--- src/hw/scc_pkg.sv ---
// Constants, register map and types of the slow and main clock source controller.
`default_nettype none
package scc_pkg;
  // Register byte offsets on the AHB-Lite slave.
  localparam logic [7:0] SUPPLY_CONTROL_OFS   = 8'h00;
  localparam logic [7:0] SUPPLY_MODE_OFS      = 8'h04;
  localparam logic [7:0] SUPPLY_STATUS_OFS    = 8'h08;
  localparam logic [7:0] MAIN_OSC_CONTROL_OFS = 8'h0c;
  localparam logic [7:0] MAIN_FREQ_MEAS_OFS   = 8'h10;
  localparam logic [7:0] OSC_TRIM_OFS         = 8'h14;
  localparam logic [7:0] PM_STATUS_OFS        = 8'h18;
  localparam logic [7:0] PM_IRQ_ENABLE_OFS    = 8'h1c;
  localparam logic [7:0] PM_IRQ_DISABLE_OFS   = 8'h20;
  localparam logic [7:0] PM_IRQ_MASK_OFS      = 8'h24;
  // Field positions.
  localparam int SLOW_XTAL_SEL_BIT  = 0;
  localparam int SLOW_BYPASS_BIT    = 0;
  localparam int SLOW_STATUS_BIT    = 0;
  localparam int RC_ENABLE_BIT      = 0;
  localparam int XTAL_ENABLE_BIT    = 1;
  localparam int RC_FREQ_LSB        = 4;
  localparam int STARTUP_LSB        = 8;
  localparam int SOURCE_SEL_BIT     = 24;
  localparam int FREQ_READY_BIT     = 16;
  localparam int MEAS_RESTART_BIT   = 20;
  localparam int TRIM_FIELD_STRIDE  = 8;
  localparam int TRIM_SEL_POS       = 7;
  // Status bits shared by the power manager status and irq registers.
  localparam int ST_XTAL_STABLE     = 0;
  localparam int ST_SLOW_SOURCE     = 1;
  localparam int ST_RC_STABLE       = 2;
  localparam int ST_SWITCH_DONE     = 3;
  localparam int STATUS_W           = 4;
  // Widths.
  localparam int TRIM_W             = 7;
  localparam int STARTUP_W          = 8;
  localparam int FREQ_W             = 16;
  localparam int NUM_FREQ           = 3;
  // Fast RC frequency codes; the fourth code is reserved.
  localparam logic [1:0] RC_FREQ_8MHZ     = 2'h0;
  localparam logic [1:0] RC_FREQ_16MHZ    = 2'h1;
  localparam logic [1:0] RC_FREQ_24MHZ    = 2'h2;
  localparam logic [1:0] RC_FREQ_RESERVED = 2'h3;
  // Timing.
  localparam int CLK_PERIOD_NS      = 8;
  localparam int RC_SETTLE_NS       = 10000;
  localparam int RC_SETTLE_CYC      = (RC_SETTLE_NS + CLK_PERIOD_NS - 1) / CLK_PERIOD_NS;
  localparam int SETTLE_W           = 11;
  localparam logic [2:0] XTAL_DIV_LAST   = 3'h7;
  localparam logic [3:0] MEAS_LAST_PERIOD = 4'hf;
  // Slow clock switch sequence.
  typedef enum logic [2:0] {
    SL_RC, SL_PINS, SL_XTAL_EN, SL_SWITCH, SL_DONE
  } scc_slow_state_t;
endpackage : scc_pkg
`default_nettype wire

--- src/hw/scc_clock_control.sv ---
// Slow and main clock source controller with its AHB-Lite register slave.
// Operation
// - At power-up only the slow RC oscillator runs and is the slow source.
// - Crystal select hands over pins, enables crystal, then disables the RC.
// - Slow source changes only while both sources are low, avoiding runt pulses.
// - Slow source status follows the real source, set when switching ends.
// - After crystal is selected, return to RC is ignored until power-up.
// - Slow crystal pins reset to input mode with pull-up.
// - After reset the fast RC runs at 8 MHz and sources the main clock.
// - Clearing fast RC enable stops it and clears its stable flag.
// - Changing fast RC frequency clears stable, stops an RC-sourced main clock until settled.
// - Fast RC stable flag is a maskable interrupt source.
// - Factory trims are read only; user trims return to defaults on reset.
// - Per frequency select bit picks user trim over factory trim.
// - User trim changes apply immediately while the fast RC runs.
// - Restart bit restarts measurement; ready flag marks a valid count.
// - After reset the main crystal is off and not the main source.
// - Clearing crystal enable stops it and clears its stable flag.
// - Enabling the crystal loads the 8-bit count, decremented every eight slow cycles.
// - Count reaching zero sets crystal stable flag, a maskable interrupt.
// - Main source select switches glitch-free; switch done flag may interrupt.
//
// The register offsets and the AHB-Lite register port were chosen for this implementation.
`default_nettype none
module scc_clock_control (
  input  wire  logic                         clk,
  input  wire  logic                         rst,
  input  wire  logic                         hsel,
  input  wire  logic [31:0]                  haddr,
  input  wire  logic [1:0]                   htrans,
  input  wire  logic                         hwrite,
  input  wire  logic [2:0]                   hsize,
  input  wire  logic [31:0]                  hwdata,
  input  wire  logic                         hready,
  output logic       [31:0]                  hrdata,
  output logic                               hreadyout,
  output logic                               hresp,
  input  wire  logic                         rcSlowClkIn,
  input  wire  logic                         xtalSlowClkIn,
  input  wire  logic                         mainClockIn,
  input  wire  logic [scc_pkg::TRIM_W-1:0]   factoryTrimLow,
  input  wire  logic [scc_pkg::TRIM_W-1:0]   factoryTrimMid,
  input  wire  logic [scc_pkg::TRIM_W-1:0]   factoryTrimHigh,
  output logic                               slowClockOut,
  output logic                               slowRcEnable,
  output logic                               slowXtalEnable,
  output logic                               slowBypassEnable,
  output logic                               slowPinsToOsc,
  output logic                               slowPinsPullUp,
  output logic                               fastRcEnable,
  output logic       [1:0]                   fastRcFreqSelect,
  output logic       [scc_pkg::TRIM_W-1:0]   fastRcTrim,
  output logic                               mainCrystalEnable,
  output logic                               mainPinsToOsc,
  output logic                               mainSourceActual,
  output logic                               mainClockRun,
  output logic                               irq
);
  import scc_pkg::*;

  // Pin synchronisers: stage one feeds stage two only, stage three is for edges.
  logic [2:0] pinSync1_q;
  logic [2:0] pinSync2_q;
  logic [2:0] pinSync3_q;
  always_ff @(posedge clk) begin
    if (rst) begin
      pinSync1_q <= 3'h0;
      pinSync2_q <= 3'h0;
      pinSync3_q <= 3'h0;
    end else begin
      pinSync1_q <= {mainClockIn, xtalSlowClkIn, rcSlowClkIn};
      pinSync2_q <= pinSync1_q;
      pinSync3_q <= pinSync2_q;
    end
  end

  logic rcLvl;
  logic xtLvl;
  logic mainEdge;
  assign rcLvl    = pinSync2_q[0];
  assign xtLvl    = pinSync2_q[1];
  assign mainEdge = pinSync2_q[2] & ~pinSync3_q[2];

  // AHB-Lite address phase capture; the slave never waits and always answers OKAY.
  logic       addrValid;
  logic       wrPend_q;
  logic       wrPend_d;
  logic [7:0] wrAddr_q;
  logic [7:0] wrAddr_d;
  logic [31:0] rdData_q;
  logic [31:0] rdData_d;
  logic [31:0] rdMux;
  logic       wr;
  assign addrValid = hsel & htrans[1] & hready;
  assign wr        = wrPend_q;
  assign hreadyout = 1'b1;
  assign hresp     = 1'b0;
  assign hrdata    = rdData_q;

  // Control state.
  scc_slow_state_t       slowState_q, slowState_d;
  logic                  slowOut_q, slowOut_d;
  logic                  bypass_q, bypass_d;
  logic                  rcEn_q, rcEn_d;
  logic [1:0]            rcFreq_q, rcFreq_d;
  logic                  rcStable_q, rcStable_d;
  logic [SETTLE_W-1:0]   settle_q, settle_d;
  logic                  xtEn_q, xtEn_d;
  logic [STARTUP_W-1:0]  xtStartup_q, xtStartup_d;
  logic [STARTUP_W-1:0]  xtCnt_q, xtCnt_d;
  logic [2:0]            xtDiv_q, xtDiv_d;
  logic                  xtCounting_q, xtCounting_d;
  logic                  xtStable_q, xtStable_d;
  logic                  selReq_q, selReq_d;
  logic                  selAct_q, selAct_d;
  logic                  measArmed_q, measArmed_d;
  logic                  measRun_q, measRun_d;
  logic [3:0]            measPer_q, measPer_d;
  logic [FREQ_W-1:0]     freqCount_q, freqCount_d;
  logic                  freqReady_q, freqReady_d;
  logic [TRIM_W-1:0]     userTrim_q [NUM_FREQ];
  logic [TRIM_W-1:0]     userTrim_d [NUM_FREQ];
  logic [NUM_FREQ-1:0]   useUser_q, useUser_d;
  logic [STATUS_W-1:0]   irqMask_q, irqMask_d;

  logic                  slowDone;
  logic                  slowTick;
  logic                  targetStable;
  logic                  switchDone;
  logic [STATUS_W-1:0]   pmStatus;
  logic [1:0]            wrFreq;
  logic                  measRestart;

  // Derived status and pin controls.
  assign slowDone         = (slowState_q == SL_DONE);
  assign slowTick         = slowOut_d & ~slowOut_q;
  assign targetStable     = selReq_q ? xtStable_q : rcStable_q;
  assign switchDone       = (selAct_q == selReq_q) && targetStable;
  assign pmStatus         = {switchDone, rcStable_q, slowDone, xtStable_q};
  assign slowClockOut     = slowOut_q;
  assign slowRcEnable     = ~slowDone;
  assign slowXtalEnable   = (slowState_q != SL_RC) && (slowState_q != SL_PINS);
  assign slowPinsToOsc    = (slowState_q != SL_RC);
  assign slowPinsPullUp   = (slowState_q == SL_RC);
  assign slowBypassEnable = bypass_q;
  assign fastRcEnable     = rcEn_q;
  assign fastRcFreqSelect = rcFreq_q;
  assign mainCrystalEnable = xtEn_q;
  assign mainPinsToOsc    = xtEn_q;
  assign mainSourceActual = selAct_q;
  assign mainClockRun     = selAct_q ? xtStable_q : rcStable_q;
  assign irq              = |(pmStatus & irqMask_q);
  assign wrFreq           = hwdata[RC_FREQ_LSB +: 2];

  // Trim chosen per frequency: factory value unless the user select bit is set.
  logic [TRIM_W-1:0] factoryTrim [NUM_FREQ];
  logic [TRIM_W-1:0] trimPick    [NUM_FREQ];
  assign factoryTrim[0] = factoryTrimLow;
  assign factoryTrim[1] = factoryTrimMid;
  assign factoryTrim[2] = factoryTrimHigh;
  for (genvar i = 0; i < NUM_FREQ; i++) begin : g_trim
    assign trimPick[i] = useUser_q[i] ? userTrim_q[i] : factoryTrim[i];
  end
  // The trim follows the live register, so new user values apply at once.
  assign fastRcTrim = (rcFreq_q == RC_FREQ_24MHZ) ? trimPick[2] :
                      (rcFreq_q == RC_FREQ_16MHZ) ? trimPick[1] : trimPick[0];

  // Read multiplexer; unmapped offsets read as zero.
  always_comb begin
    rdMux = 32'h0;
    unique case (haddr[7:0])
      SUPPLY_MODE_OFS:      rdMux[SLOW_BYPASS_BIT] = bypass_q;
      SUPPLY_STATUS_OFS:    rdMux[SLOW_STATUS_BIT] = slowDone;
      MAIN_OSC_CONTROL_OFS: begin
        rdMux[RC_ENABLE_BIT]               = rcEn_q;
        rdMux[XTAL_ENABLE_BIT]             = xtEn_q;
        rdMux[RC_FREQ_LSB +: 2]            = rcFreq_q;
        rdMux[STARTUP_LSB +: STARTUP_W]    = xtStartup_q;
        rdMux[SOURCE_SEL_BIT]              = selReq_q;
      end
      MAIN_FREQ_MEAS_OFS: begin
        rdMux[FREQ_W-1:0]     = freqCount_q;
        rdMux[FREQ_READY_BIT] = freqReady_q;
      end
      OSC_TRIM_OFS: begin
        for (int k = 0; k < NUM_FREQ; k++) begin
          rdMux[k*TRIM_FIELD_STRIDE +: TRIM_W]      = userTrim_q[k];
          rdMux[k*TRIM_FIELD_STRIDE + TRIM_SEL_POS] = useUser_q[k];
        end
      end
      PM_STATUS_OFS:        rdMux[STATUS_W-1:0] = pmStatus;
      PM_IRQ_MASK_OFS:      rdMux[STATUS_W-1:0] = irqMask_q;
      default:              rdMux = 32'h0;
    endcase
  end

  // Bus next state: reads are sampled in the address phase, writes land in the data phase.
  always_comb begin
    wrPend_d = addrValid & hwrite;
    wrAddr_d = addrValid ? haddr[7:0] : wrAddr_q;
    rdData_d = (addrValid && !hwrite) ? rdMux : rdData_q;
  end

  // Main next-state logic for all oscillators, measurement and masks.
  always_comb begin
    slowState_d  = slowState_q;
    slowOut_d    = slowDone ? xtLvl : rcLvl;
    bypass_d     = bypass_q;
    rcEn_d       = rcEn_q;
    rcFreq_d     = rcFreq_q;
    rcStable_d   = rcStable_q;
    settle_d     = settle_q;
    xtEn_d       = xtEn_q;
    xtStartup_d  = xtStartup_q;
    xtCnt_d      = xtCnt_q;
    xtDiv_d      = xtDiv_q;
    xtCounting_d = xtCounting_q;
    xtStable_d   = xtStable_q;
    selReq_d     = selReq_q;
    selAct_d     = selAct_q;
    measArmed_d  = measArmed_q;
    measRun_d    = measRun_q;
    measPer_d    = measPer_q;
    freqCount_d  = freqCount_q;
    freqReady_d  = freqReady_q;
    userTrim_d   = userTrim_q;
    useUser_d    = useUser_q;
    irqMask_d    = irqMask_q;
    measRestart  = 1'b0;

    // Slow switch sequence; once done no write can bring the RC back.
    unique case (slowState_q)
      SL_RC: begin
        if (wr && wrAddr_q == SUPPLY_CONTROL_OFS && hwdata[SLOW_XTAL_SEL_BIT]) begin
          slowState_d = SL_PINS;
        end
      end
      SL_PINS:    slowState_d = SL_XTAL_EN;
      SL_XTAL_EN: slowState_d = SL_SWITCH;
      SL_SWITCH: begin
        // Swapping only while both levels are low cannot shorten a pulse.
        if (!rcLvl && !xtLvl) begin
          slowState_d = SL_DONE;
          slowOut_d   = 1'b0;
        end
      end
      SL_DONE:    slowState_d = SL_DONE;
    endcase
    if (wr && wrAddr_q == SUPPLY_MODE_OFS) begin
      bypass_d = hwdata[SLOW_BYPASS_BIT];
    end

    // Fast RC settling counter.
    if (settle_q != '0) begin
      settle_d = settle_q - 1'b1;
      if (settle_q == SETTLE_W'(1)) begin
        rcStable_d = 1'b1;
      end
    end

    // Crystal start-up count, one step per eight slow cycles.
    if (xtCounting_q && slowTick) begin
      xtDiv_d = xtDiv_q + 1'b1;
      if (xtDiv_q == XTAL_DIV_LAST && xtCnt_q != '0) begin
        xtCnt_d = xtCnt_q - 1'b1;
      end
    end
    if (xtCounting_q && xtCnt_q == '0) begin
      xtStable_d   = 1'b1;
      xtCounting_d = 1'b0;
    end

    // Main source follows the request once the target oscillator is stable.
    if (selAct_q != selReq_q && targetStable) begin
      selAct_d    = selReq_q;
      measRestart = 1'b1;
    end

    // Control register writes override the autonomous updates above.
    if (wr && wrAddr_q == MAIN_OSC_CONTROL_OFS) begin
      rcEn_d      = hwdata[RC_ENABLE_BIT];
      xtEn_d      = hwdata[XTAL_ENABLE_BIT];
      xtStartup_d = hwdata[STARTUP_LSB +: STARTUP_W];
      selReq_d    = hwdata[SOURCE_SEL_BIT];
      if (!hwdata[RC_ENABLE_BIT]) begin
        rcStable_d = 1'b0;
        settle_d   = '0;
      end else if (!rcEn_q) begin
        settle_d   = SETTLE_W'(RC_SETTLE_CYC);
      end else if (wrFreq != RC_FREQ_RESERVED && wrFreq != rcFreq_q) begin
        rcFreq_d   = wrFreq;
        rcStable_d = 1'b0;
        settle_d   = SETTLE_W'(RC_SETTLE_CYC);
      end
      if (!hwdata[XTAL_ENABLE_BIT]) begin
        xtStable_d   = 1'b0;
        xtCounting_d = 1'b0;
      end else if (!xtEn_q) begin
        xtCnt_d      = hwdata[STARTUP_LSB +: STARTUP_W];
        xtDiv_d      = 3'h0;
        xtCounting_d = 1'b1;
        xtStable_d   = 1'b0;
      end
    end

    // Measurement restarts on request, on the source stabilising or switching.
    if (!rcStable_q && rcStable_d && !selAct_q) begin
      measRestart = 1'b1;
    end
    if (!xtStable_q && xtStable_d && selAct_q) begin
      measRestart = 1'b1;
    end
    if (wr && wrAddr_q == MAIN_FREQ_MEAS_OFS && hwdata[MEAS_RESTART_BIT]) begin
      measRestart = 1'b1;
    end
    if (measRun_q) begin
      if (mainEdge && freqCount_q != '1) begin
        freqCount_d = freqCount_q + 1'b1;
      end
      if (slowTick) begin
        measPer_d = measPer_q + 1'b1;
        if (measPer_q == MEAS_LAST_PERIOD) begin
          measRun_d   = 1'b0;
          freqReady_d = 1'b1;
        end
      end
    end else if (measArmed_q && slowTick) begin
      measArmed_d = 1'b0;
      measRun_d   = 1'b1;
      measPer_d   = 4'h0;
      freqCount_d = '0;
    end
    if (measRestart) begin
      measArmed_d = 1'b1;
      measRun_d   = 1'b0;
      freqReady_d = 1'b0;
    end

    // User trims and interrupt mask.
    if (wr && wrAddr_q == OSC_TRIM_OFS) begin
      for (int k = 0; k < NUM_FREQ; k++) begin
        userTrim_d[k] = hwdata[k*TRIM_FIELD_STRIDE +: TRIM_W];
        useUser_d[k]  = hwdata[k*TRIM_FIELD_STRIDE + TRIM_SEL_POS];
      end
    end
    if (wr && wrAddr_q == PM_IRQ_ENABLE_OFS) begin
      irqMask_d = irqMask_q | hwdata[STATUS_W-1:0];
    end
    if (wr && wrAddr_q == PM_IRQ_DISABLE_OFS) begin
      irqMask_d = irqMask_q & ~hwdata[STATUS_W-1:0];
    end
  end

  // Registers; reset stands for the supply power-up and returns every default.
  always_ff @(posedge clk) begin
    if (rst) begin
      wrPend_q     <= 1'b0;
      wrAddr_q     <= 8'h00;
      rdData_q     <= 32'h0;
      slowState_q  <= SL_RC;
      slowOut_q    <= 1'b0;
      bypass_q     <= 1'b0;
      rcEn_q       <= 1'b1;
      rcFreq_q     <= RC_FREQ_8MHZ;
      rcStable_q   <= 1'b1;
      settle_q     <= '0;
      xtEn_q       <= 1'b0;
      xtStartup_q  <= '0;
      xtCnt_q      <= '0;
      xtDiv_q      <= 3'h0;
      xtCounting_q <= 1'b0;
      xtStable_q   <= 1'b0;
      selReq_q     <= 1'b0;
      selAct_q     <= 1'b0;
      measArmed_q  <= 1'b1;
      measRun_q    <= 1'b0;
      measPer_q    <= 4'h0;
      freqCount_q  <= '0;
      freqReady_q  <= 1'b0;
      for (int k = 0; k < NUM_FREQ; k++) begin
        userTrim_q[k] <= '0;
      end
      useUser_q    <= '0;
      irqMask_q    <= '0;
    end else begin
      wrPend_q     <= wrPend_d;
      wrAddr_q     <= wrAddr_d;
      rdData_q     <= rdData_d;
      slowState_q  <= slowState_d;
      slowOut_q    <= slowOut_d;
      bypass_q     <= bypass_d;
      rcEn_q       <= rcEn_d;
      rcFreq_q     <= rcFreq_d;
      rcStable_q   <= rcStable_d;
      settle_q     <= settle_d;
      xtEn_q       <= xtEn_d;
      xtStartup_q  <= xtStartup_d;
      xtCnt_q      <= xtCnt_d;
      xtDiv_q      <= xtDiv_d;
      xtCounting_q <= xtCounting_d;
      xtStable_q   <= xtStable_d;
      selReq_q     <= selReq_d;
      selAct_q     <= selAct_d;
      measArmed_q  <= measArmed_d;
      measRun_q    <= measRun_d;
      measPer_q    <= measPer_d;
      freqCount_q  <= freqCount_d;
      freqReady_q  <= freqReady_d;
      userTrim_q   <= userTrim_d;
      useUser_q    <= useUser_d;
      irqMask_q    <= irqMask_d;
    end
  end
endmodule : scc_clock_control
`default_nettype wire

--- config.mk ---
export PLATFORM = sky130hd
export DESIGN_NAME = scc_clock_control
export DESIGN_NICKNAME = d
export VERILOG_FILES = /design/src/hw/scc_pkg.sv /design/src/hw/scc_clock_control.sv
export SDC_FILE = /design/constraint.sdc
export NUM_CORES = 1
export LEC_CHECK = 0
export ABC_AREA = 1
export BUFFER_PORTS_ARGS = -buffer_cell sky130_fd_sc_hd__buf_4
export CAP_MARGIN = 20
export CELL_PAD_IN_SITES_DETAIL_PLACEMENT = 0
export CELL_PAD_IN_SITES_GLOBAL_PLACEMENT = 1
export CORE_ASPECT_RATIO = 1.25
export CORE_MARGIN = 4
export CORE_UTILIZATION = 35
export CTS_CLUSTER_DIAMETER = 120
export DETAILED_ROUTE_END_ITERATION = 7
export PLACE_DENSITY_LB_ADDON = 0.1
export SLEW_MARGIN = 20
export SYNTH_ARGS = -nofsm -noshare
export SYNTH_HDL_FRONTEND = slang
export SYNTH_SLANG_ARGS = --single-unit
export TNS_END_PERCENT = 50
--- constraint.sdc ---
create_clock -name clk -period 3.9 [get_ports clk]
set_clock_uncertainty 0.2 [all_clocks]
set_input_delay 0.39 -clock clk [delete_from_list [all_inputs] [get_ports clk]]
set_output_delay 0.39 -clock clk [all_outputs]
set_load 0.01 [all_outputs]
[Word level (Yosys, flattened, before mapping)]
Cells that the tools add are included.
Word-level totals
  register bits after elaboration: 138
  input bits: 98
  output and inout bits: 55
  logic and storage cells: 193
Operators by class
  add/subtract/negate cells: 5
  equality and inequality tests: 32
  multiplexer cells: 66
  bitwise operators: 13
  reduce and logical (&&, ||, !) cells: 46
Operators with widths (count)
  2-to-1 mux 11 bit: 5
  == test 8 x 5 -> 1 bit, second input constant: 6
  2-to-1 mux 16 bit: 3
  2-to-1 mux 7 bit: 6
  2-to-1 mux 8 bit: 5
  2-to-1 mux 1 bit: 28
  == test 8 x 4 -> 1 bit, second input constant: 3
  logical AND 1 bit: 24
  case mux 8 bit (3 select lines): 1
  2-to-1 mux 4 bit: 5
  2-to-1 mux 3 bit: 6
  adder 16 x 1 -> 16 bit, second input constant: 1
  == test 8 x 3 -> 1 bit, second input constant: 2
  == test 8 x 6 -> 1 bit, second input constant: 2
  logical NOT 8 bit: 2
  inequality test 16 bit, second input constant: 1
  case mux 3 bit (5 select lines): 1
  == test 11 x 1 -> 1 bit, second input constant: 1
  nonzero test 11 bit: 1
  subtractor 11 x 1 -> 11 bit, second input constant: 1
  AND 4 bit: 2
  case mux 2 bit (4 select lines): 1
  AND reduction 2 bit: 4
  nonzero test 8 bit: 1
  other kinds (32): 50

[Longest topological paths before layout]
Gate-level depths: netlist (run 1).
  depth in word-level cells: 13
  mapped depth: 12
  mapped depth without buffers: 12

[Worst setup path after synthesis (run 1)]
OpenSTA, ideal clock, no wires.
  path kind: register to output
  start: register rcFreq_q[1], in the netlist fastRcFreqSelect[1]
  end: output fastRcTrim[1] (netlist name)
  arrival time: 1186 ps
  required time: 3310 ps
  slack: 2124 ps
  cell stages (with the launch flop): 7
  path buffers: 1
  cell sequence: dfxtp_1 -> inv_1 -> nand2_1 -> clkbuf_1 -> o21ai_0 -> a21oi_1 -> o32ai_1
On the way
  word-level cells in the longest chain between the ends: 3
  elaborated cells on any way between the ends: 4
  classes of those cells: eq/ne (2); mux (2)
RTL lines
  start: declaration: RTL line scc_clock_control.sv:105  | logic [1:0] rcFreq_q, rcFreq_d;
  start signal: assignment: RTL line scc_clock_control.sv:393  | rcFreq_q <= rcFreq_d;
  == test 2 x 1 -> 1 bit: RTL line scc_clock_control.sv:166  | (rcFreq_q == RC_FREQ_16MHZ) ? trimPick[1] : trimPick[0];
  2-to-1 mux 7 bit: RTL line scc_clock_control.sv:166
  2-to-1 mux 7 bit *: RTL line scc_clock_control.sv:165  | assign fastRcTrim = (rcFreq_q == RC_FREQ_24MHZ) ? trimPick[2] :
  end: declaration: RTL line scc_clock_control.sv:52  | output logic [scc_pkg::TRIM_W-1:0] fastRcTrim,
Mark *: on every way between the ends. The rest lies on a longest branch, timed or not.

[Worst setup path after layout (run 1)]
  start: register rcFreq_q[0], in the netlist fastRcFreqSelect[0]
  end: output fastRcTrim[6] (netlist name)
Same word-level chain as after synthesis.

==> results.json, run 1 <==
{
  "port_buffers": 108,
  "globalplace.congestion": 0.828,
  "p_leak_nw": 3.79,
  "synth_top_family_by_area": "simple AND/OR/NAND/NOR gates",
  "critPathLaunchType": "register",
  "die_x_um": 136,
  "finalSetupTns_ns": 0,
  "crit_chain": "inv_1, nand2_1, o21ai_0, o32ai_1, buf_4",
  "final_cells": 1451,
  "place_inst": 1417,
  "drive_above_1_share": 0.159,
  "met3_usage": 0.0368,
  "wl_um": 22400,
  "viasPerCell": 4.74,
  "antenna_cells": 0,
  "synth_top_cell_by_area": "dfxtp_1",
  "crit_slowest_cell": "dfxtp_1",
  "nNetsFinal": 1276,
  "required_ns": 3.31,
  "dpl.hpwl_um": 16500,
  "cts.htree.levels": 4,
  "clockBufferDepth": 2,
  "drtPass1Iterations": 6,
  "synth_edf_count": 0,
  "worst_ep_arrival_time_ns": 1.97,
  "yosys.area.top_type_share": 0.379,
  "max-slew-margin-rel": 0.563,
  "slowest_delay_ns": 0.49,
  "core_area_um2": 20200,
  "cts_buffers": 17,
  "syn_to_final_growth_pct": 21.7,
  "drv_cap": 0,
  "fill_cells": 2204,
  "fin_crit_ns": 2.56,
  "rsz0062_at_grt": "no",
  "ys_ff_latch": 136,
  "cts-root-buf": "clkbuf_16",
  "first_iter_violations": 334,
  "use_met2": 0.344,
  "path_delay_family": "flip-flops",
  "io-pin-count": 153,
  "synthXorXnorAreaFrac": 0.0146,
  "rows": 58,
  "insertion_delay_ns": 0.43,
  "grt.total_usage": 0.201,
  "crit_type": "register to primary output",
  "endpoint_kind": "primary output",
  "initial_utilization": 0.356,
  "cts_num_sinks": 136,
  "clk_pin_slew_ns": 0.06,
  "grt_first_pass_wirelength_um": 36200,
  "worst-path-max-fanout": 15,
  "synth_cells": 1076,
  "die_h_um": 168,
  "antenna_found_initial": 0,
  "grt_max_degree": 66,
  "synthFlopType": "dfxtp_1",
  "muxShareOfSynthArea": 0.00696,
  "ys_top_cells_by_count": "266 x nand2_1, 148 x nor2_1, 136 x dfxtp_1",
  "cts_tree": "built",
  "wl_per_cell_um": 15.5,
  "ir_drop_uv": 344,
  "synthSimpleGateAreaFrac": 0.314,
  "grt_overflow_total": 0,
  "synthesis.area_um2": 7190,
  "die_area_um2": 22900,
  "yosys_warnings": 0,
  "slew_violations": 0,
  "async_flop_share": 0,
  "hold_class": "input port to register",
  "finalSetupViolCount": 0,
  "cp_num_buf_inv": 2,
  "post_cts_buffers": 0,
  "drcViolationCount": 0,
  "vias": 6881,
  "ys_seq_area_frac": 0.379,
  "yosysUniqueCellTypes": 50,
  "yosys-top-cells-area": "dfxtp_1 38%, nand2_1 14%, nor2_1 7.7%",
  "fmax_mhz": 391,
  "cts_resized": 0,
  "synthAdderAreaFrac": 0.0139,
  "grt_pass1_vias": 6813,
  "period_share": 0.656,
  "synth.most_common_cell": "nand2_1",
  "grtUsageMet1": 0.261,
  "drtAntennaViolNets": 0,
  "finalHoldViolCount": 0,
  "final_util": 0.434,
  "p_per_area_nw_per_um2": 423,
  "tightest_slew_ns": 0.655,
  "grt-busiest-layer": "met2",
  "status": "finished clean",
  "synth_compound_area_frac": 0.166,
  "syn_area_per_cell_um2": 6.68
}
[tightest hold or removal path, cell delays in order]
cell and delay [ns]:
buf_4 0.09, a21oi_1 0.05, nor2_1 0.07
[path summary, 6_finish.rpt]
| check | startpoint | end | slack (ns) | depth (start not counted) |
|---|---|---|---|---|
| min reg2reg | pinSync1_q[0] | pinSync2_q[0] | 0.20 | 2 |
| max | fastRcFreqSelect[0] | fastRcTrim[6] | 1.34 | 5 |
| min | hwdata[2] | register | 0.02 | 3 |
| max reg2reg | wrAddr_q[6] | xtDiv_q[2] | 1.45 | 7 |
[per-layer routing]
layer	vias up	wire length [um]
met5	-	0
met4	0	216
met3	16	833
met2	124	11100
met1	3106	10300
li1	3635	-
[kinds of logic after synthesis]
kind of cell | after synthesis
buffers and inverters | 176
DFF | 136
muxes | 5
xor gates and xnor gates | 12
and+or+nand+nor | 521
other | 2
adders and majority gates | 8
AOI/OAI and AO/OA | 216
[stage by stage]
stage	power [W]	hold slack (ns)	setup WS (ns)	area, um2
2_1_floorplan	0.00192	0.188	2.12	7210
3_3_place_gp	0.00211	0.191	1.41	8130
3_5_place_dp	0.00210	0.192	1.42	8130
4_1_cts	0.00375	0.00390	1.27	8750
5_1_grt	0.00389	0.0133	1.18	8750
6_report	0.00370	0.0173	1.34	8750
[area by class of cell]
class / count / area (um2) / area share
clock buffer: 18 / 429 / 0.0490
clock inverter: 12 / 153 / 0.0174
inverter: 127 / 477 / 0.0545
multi-input combinational: 771 / 3740 / 0.428
sequential: 136 / 2720 / 0.311
tap: 270 / 338 / 0.0386
timing repair buffer: 117 / 888 / 0.102
[cell usage in the layout, fill, tap and decap left out, drive strengths merged, types with 3 or more instances in the layout]
| cell | count |
|---|---|
| o21ai | 100 |
| bufinv | 3 |
| buf | 113 |
| nor3 | 15 |
| mux2i | 5 |
| a31oi | 4 |
| clkinv | 6 |
| nand2 | 271 |
| inv | 126 |
| nor2 | 159 |
| dlygate4sd3 | 4 |
| clkbuf | 18 |
| dfxtp | 136 |
| conb | 9 |
| xor2 | 10 |
| ha | 8 |
| o211ai | 12 |
| nand4 | 8 |
| clkinvlp | 4 |
| nand3 | 63 |
| a21oi | 85 |
[timing repair]
item / 4_1_cts / 5_1_grt
hold buffers: 4 / 0
setup endpoints to repair: 0 / 0
endpoints found under the hold margin: 4 / 0
[registers in the layout (all words and copies together) (netlist names), 4 cells and up, named ones only]
register and count:
hrdata 25, userTrim_q 21, freqCount_q 16, settle_q 11, wrAddr_q 8, xtCnt_q 8
xtStartup_q 8, measPer_q 4
[power breakdown]
| part | internal (W) | leakage (nW) | switching (W) |
|---|---|---|---|
| combinational | 0.000219 | 2.42 | 0.000348 |
| clock | 0.000996 | 0.274 | 0.000636 |
| sequential | 0.00145 | 1.10 | 0.0000483 |
| total | 0.00267 | 3.79 | 0.00103 |
No activity file was read; power rests on OpenSTA's default activity.
==> inputs of run 2 (changes only) <==
clock period = 2.2 ns   (was 3.9 ns; I/O delays follow)
==> run 2 against run 1 <==
Against the previous run: register-to-register slack lost 1.2 ns; largest power group unchanged; sequential share of layout area is 2.0 points lower; die area did not move; setup slack lost 1.3 ns; sequential power rose by 77%; combinational power increased by 89%; routed wire length up 2.4%; highest routed layer unchanged; power increased by 81%; utilization increased by 3.1 points; worst hold slack gained 0.11 ns.
==> results.json, run 2 (synthesis gave the netlist of run 1 again) <==
{
  "cts_buffers": 17,
  "postLayoutCellArea_um2": 9380,
  "die_area_um2": 22900,
  "max-slew-margin-rel": 0.578,
  "initial_utilization": 0.356,
  "drv_cap": 0,
  "wl_um": 23000,
  "die_x_um": 136,
  "grt_first_pass_wirelength_um": 37300,
  "p_per_area_nw_per_um2": 715,
  "p_leak_nw": 4.10,
  "hold_class": "input port to register",
  "finalSetupTns_ns": 0,
  "hold_path_depth": 4,
  "r2r-start": "freqCount_q[1]",
  "crit_type": "register to primary output",
  "fin_ws_ns": 0.0573,
  "port_buffers": 108,
  "grt_pass1_vias": 7209,
  "nNetsFinal": 1340,
  "r2r_cells": 10,
  "cts-root-buf": "clkbuf_16",
  "r2r_slack_ns": 0.30,
  "drcViolationCount": 0,
  "fin_crit_ns": 2.14,
  "rows": 58,
  "r2r_end": "freqCount_q[2]",
  "status": "finished clean",
  "largest_reg_flops": 25,
  "fmax_mhz": 467,
  "clockBufferDepth": 2,
  "cts_num_sinks": 136,
  "seq_area_um2": 2730,
  "dpl.hpwl_um": 17100,
  "clk_pin_slew_ns": 0.07,
  "worst-path-max-fanout": 13,
  "drtAntennaViolNets": 0,
  "grt_overflow_total": 0,
  "first_iter_violations": 441,
  "antenna_found_initial": 0,
  "die_h_um": 168,
  "final_util": 0.465,
  "multi_input_area_um2": 3740,
  "wl_per_cell_um": 15.1,
  "antenna_cells": 0,
  "globalplace.congestion": 0.820,
  "worst_ep_arrival_time_ns": 1.72,
  "placedInstanceArea_um2": 8360,
  "final_cell_mix": "265 x nand2_1, 148 x nor2_1, 140 x buf_4, 133 x dfxtp_1, 115 x inv_1",
  "rsz0062_at_grt": "yes",
  "grt_max_degree": 67,
  "holdPathEnd": "rcStable_q",
  "required_ns": 1.78,
  "io-pin-count": 153,
  "tightest_slew_ns": 0.632,
  "ir_drop_uv": 610,
  "dp_slack_ns": 0.255,
  "endpoint_kind": "primary output",
  "power_w": 0.00670,
  "finalHoldViolCount": 0,
  "grt.total_usage": 0.207,
  "syn_to_final_growth_pct": 30.5,
  "fill_cells": 2196,
  "cts.htree.levels": 4,
  "drive_above_1_share": 0.182,
  "layout_commonest_cell": "nand2_1",
  "finalSetupViolCount": 0,
  "slew_violations": 0,
  "vias": 7181,
  "drtPass1Iterations": 7,
  "cts_tree": "built",
  "insertion_delay_ns": 0.43,
  "viasPerCell": 4.73,
  "core_area_um2": 20200,
  "critPathLaunchType": "register",
  "hp-start": "rst",
  "period_share": 0.974
}
==> run 2: cell count changes in the layout (fill, tap and decap cells not counted), moves of 3 or more <==
cell	change
dfxtp_1	-3
buf_4	+27
dlygate4sd3_1	+33
clkinv_2	-3
==> run 2: stage by stage <==
step	hold slack, ns	instances
6_report	0.132	1517
4_1_cts	0.106	1514
5_1_grt	0.123	1517
2_1_floorplan	0.127	1083
3_5_place_dp	0.195	1445
3_3_place_gp	0.191	1445
==> run 2: what timing repair did <==
action | 4_1_cts | 5_1_grt
hold buffers | 37 | 0
endpoints found under the setup margin | 3 | 8
gates resized for setup | 2 | 7
endpoints found under the hold margin | 56 | 0
setup buffers | 0 | 3
==> run 2: layout make-up <==
class                      instances  area share
tap                              270      0.0360
inverter                         127      0.0512
multi-input combinational        771       0.399
clock inverter                    14      0.0176
clock buffer                      18      0.0468
timing repair buffer             181       0.158
sequential                       136       0.291
==> run 2: worst max path at each step <==
stage	startpoint	end	slack [ns]	cells past startpoint
2_1_floorplan	freqCount_q[0]	freqCount_q[5]	0.46	11
3_3_place_gp	haddr[5]	hrdata[9]	0.27	8
3_5_place_dp	haddr[5]	hrdata[9]	0.26	8
4_1_cts	fastRcFreqSelect[0]	fastRcTrim[6]	0.003	6
5_1_grt	haddr[5]	hrdata[5]	-0.02	9
6_report	fastRcFreqSelect[0]	fastRcTrim[1]	0.06	5
==> run 2: layer usage <==
layer  GRT usage  share of wire  vias to the layer above
met5           0              0                        -
li1            -              -                     3761
met4      0.0587          0.015                        0
met3      0.0329          0.032                       29
met2       0.362           0.49                      124
met1       0.262           0.46                     3267
==> run 2: where the power goes <==
part | internal, W | switching (W)
Combinational | 0.000440 | 0.000628
Sequential | 0.00257 | 0.0000865
Clock | 0.00173 | 0.00124
Total | 0.00474 | 0.00196
==> run 2: critical path: stages (launching register included) <==
cell	delay [ns]
dfxtp_4	0.37
inv_1	0.07
nand2_1	0.12
buf_6	0.17
o32ai_1	0.36
buf_4	0.19
==> inputs of run 3 (changes only) <==
RECOVER_POWER = 100   (was not set)
==> run 3 against run 2 <==
Against the previous run: worst hold slack got worse by 0.0051 ns; count of clock-buffer cells in the layout unchanged; first-iteration DRC count fell by 2.0%; power is 0.55% lower; global-route usage is the same; sequential share of layout area is 0.66 points higher; highest routed layer unchanged.
==> results.json, run 3 (synthesis gave the netlist of run 1 again) <==
{
  "status": "finished clean",
  "r2r_slack_ns": 0.19,
  "seq_area_um2": 2730,
  "die_x_um": 136,
  "holdPathEnd": "rcStable_q",
  "globalplace.congestion": 0.820,
  "switching_power_w": 0.00195,
  "viasPerCell": 4.74,
  "p_int_w": 0.00471,
  "tightest_slew_ns": 0.631,
  "rsz0062_at_grt": "yes",
  "initial_utilization": 0.356,
  "syn_to_final_growth_pct": 27.6,
  "grt_max_degree": 67,
  "cts_buffers": 17,
  "cts-root-buf": "clkbuf_16",
  "placedInstanceArea_um2": 8360,
  "place_inst": 1445,
  "r2r-start": "freqCount_q[1]",
  "port_buffers": 108,
  "hold_class": "input port to register",
  "first_iter_violations": 432,
  "r2r_end": "freqCount_q[5]",
  "insertion_delay_ns": 0.43,
  "layout_commonest_cell": "nand2_1",
  "io-pin-count": 153,
  "grt_pass1_vias": 7209,
  "cts.htree.levels": 4,
  "crit_type": "register to primary output",
  "wl_um": 23000,
  "vias": 7189,
  "max-slew-margin-rel": 0.579,
  "wl_per_cell_um": 15.2,
  "core_area_um2": 20200,
  "fin_crit_ns": 2.12,
  "final_cells": 1517,
  "crit_slowest_cell": "dfxtp_4",
  "grt_first_pass_wirelength_um": 37300,
  "crit_chain": "inv_1, nand2_1, buf_6, o32ai_1, buf_4",
  "drive_above_1_share": 0.142,
  "worst_ep_arrival_time_ns": 1.70,
  "drtAntennaViolNets": 0,
  "critPathLaunchType": "register",
  "fin_ws_ns": 0.0809,
  "hp-start": "rst",
  "postLayoutCellArea_um2": 9170,
  "die_area_um2": 22900,
  "worst-path-max-fanout": 13,
  "drv_cap": 0,
  "multi_input_area_um2": 3730,
  "fmax_mhz": 472,
  "finalSetupViolCount": 0,
  "drtPass1Iterations": 5,
  "cts_tree": "built",
  "antenna_cells": 0,
  "drcViolationCount": 0,
  "clk_pin_slew_ns": 0.07,
  "ir_drop_uv": 592,
  "cts_num_sinks": 136,
  "slowest_delay_ns": 0.37,
  "fill_cells": 2256,
  "required_ns": 1.78,
  "dp_slack_ns": 0.255,
  "hold_path_depth": 4,
  "period_share": 0.963,
  "p_per_area_nw_per_um2": 727,
  "rows": 58,
  "power.share.clock": 0.447,
  "nNetsFinal": 1340,
  "p_leak_nw": 3.90,
  "final_cell_mix": "265 x nand2_1, 148 x nor2_1, 133 x dfxtp_1, 116 x inv_1, 88 x o21ai_0",
  "clockBufferDepth": 2,
  "grt.total_usage": 0.207,
  "grt_overflow_total": 0,
  "worst_hold_slack_ns": 0.127,
  "die_h_um": 168,
  "r2r_cells": 10,
  "finalHoldViolCount": 0,
  "largest_reg_flops": 25,
  "endpoint_kind": "primary output",
  "slew_violations": 0,
  "netSwitchingFraction": 0.293,
  "dpl.hpwl_um": 17100,
  "p_seq_frac": 0.399,
  "combPwrFrac": 0.154,
  "antenna_found_initial": 0
}
## run 3: cell count changes in the layout (fill, tap and decap cells not counted), moves of 2 or more
cell and delta:
inv_2 -2, o21ai_0 +2, clkbuf_2 +8, clkbuf_4 +2, o21ai_1 -2, buf_4 -56, clkbuf_1 +47
## run 3: final cells by class
class                   count  area share
multi-input cells         771       0.407
flip-flops and latches    136       0.298
repair buffers            181       0.140
inverters                 127      0.0524
clock buffers              18      0.0479
well taps                 270      0.0368
clock inverters            14      0.0180
## run 3: worst max-delay path by stage
stage                        start              to  cells after the start
2_1_floorplan       freqCount_q[0]  freqCount_q[5]                     11
3_3_place_gp              haddr[5]       hrdata[9]                      8
3_5_place_dp              haddr[5]       hrdata[9]                      8
4_1_cts        fastRcFreqSelect[0]   fastRcTrim[6]                      6
5_1_grt                   haddr[5]       hrdata[5]                      9
6_report       fastRcFreqSelect[0]   fastRcTrim[1]                      5
## run 3: worst max-delay path: cells and delay by family, from the launching register on
kind	cells	cell delay [ns]
AO/OA/AOI/OAI	1	0.34
AND/OR/NAND/NOR	1	0.12
buffers and inverters	3	0.44
flip-flops	1	0.37
## run 3: what timing repair did
| item | in CTS | in global routing |
|---|---|---|
| hold buffers | 37 | 0 |
| gates resized for setup | 2 | 7 |
| gates cloned | 0 | 0 |
| hold endpoints to repair | 56 | 0 |
| buffers inserted | 0 | 3 |
| pin swaps | 0 | 0 |
| endpoints found under the setup margin | 3 | 8 |
## run 3: routing by layer
metal  GRT usage  routed length, um  share of wire  vias up
met5           0                  0              0        -
met1       0.262              10500           0.45     3266
met2       0.362              11500           0.50      134
met4      0.0587                290          0.013        0
met3      0.0329                795          0.035       26
li1            -                  -              -     3763
## run 3: per-stage QoR
stage                     TNS [ns]  power [W]  utilization
after global routing       -0.0695    0.00703        0.454
after detailed placement         0    0.00375        0.415
after global placement           0    0.00375        0.415
final                            0    0.00666        0.454
after floorplan                  0    0.00341            -
after CTS                        0    0.00678        0.463
## run 3: power by group through the flow
stage	sequential, W	combinational (W)	clock (W)
2_1_floorplan	0.00270	0.000708	0
3_3_place_gp	0.00272	0.00103	0
3_5_place_dp	0.00272	0.00103	0
4_1_cts	0.00266	0.00109	0.00303
5_1_grt	0.00267	0.00120	0.00315
6_report	0.00266	0.00103	0.00298
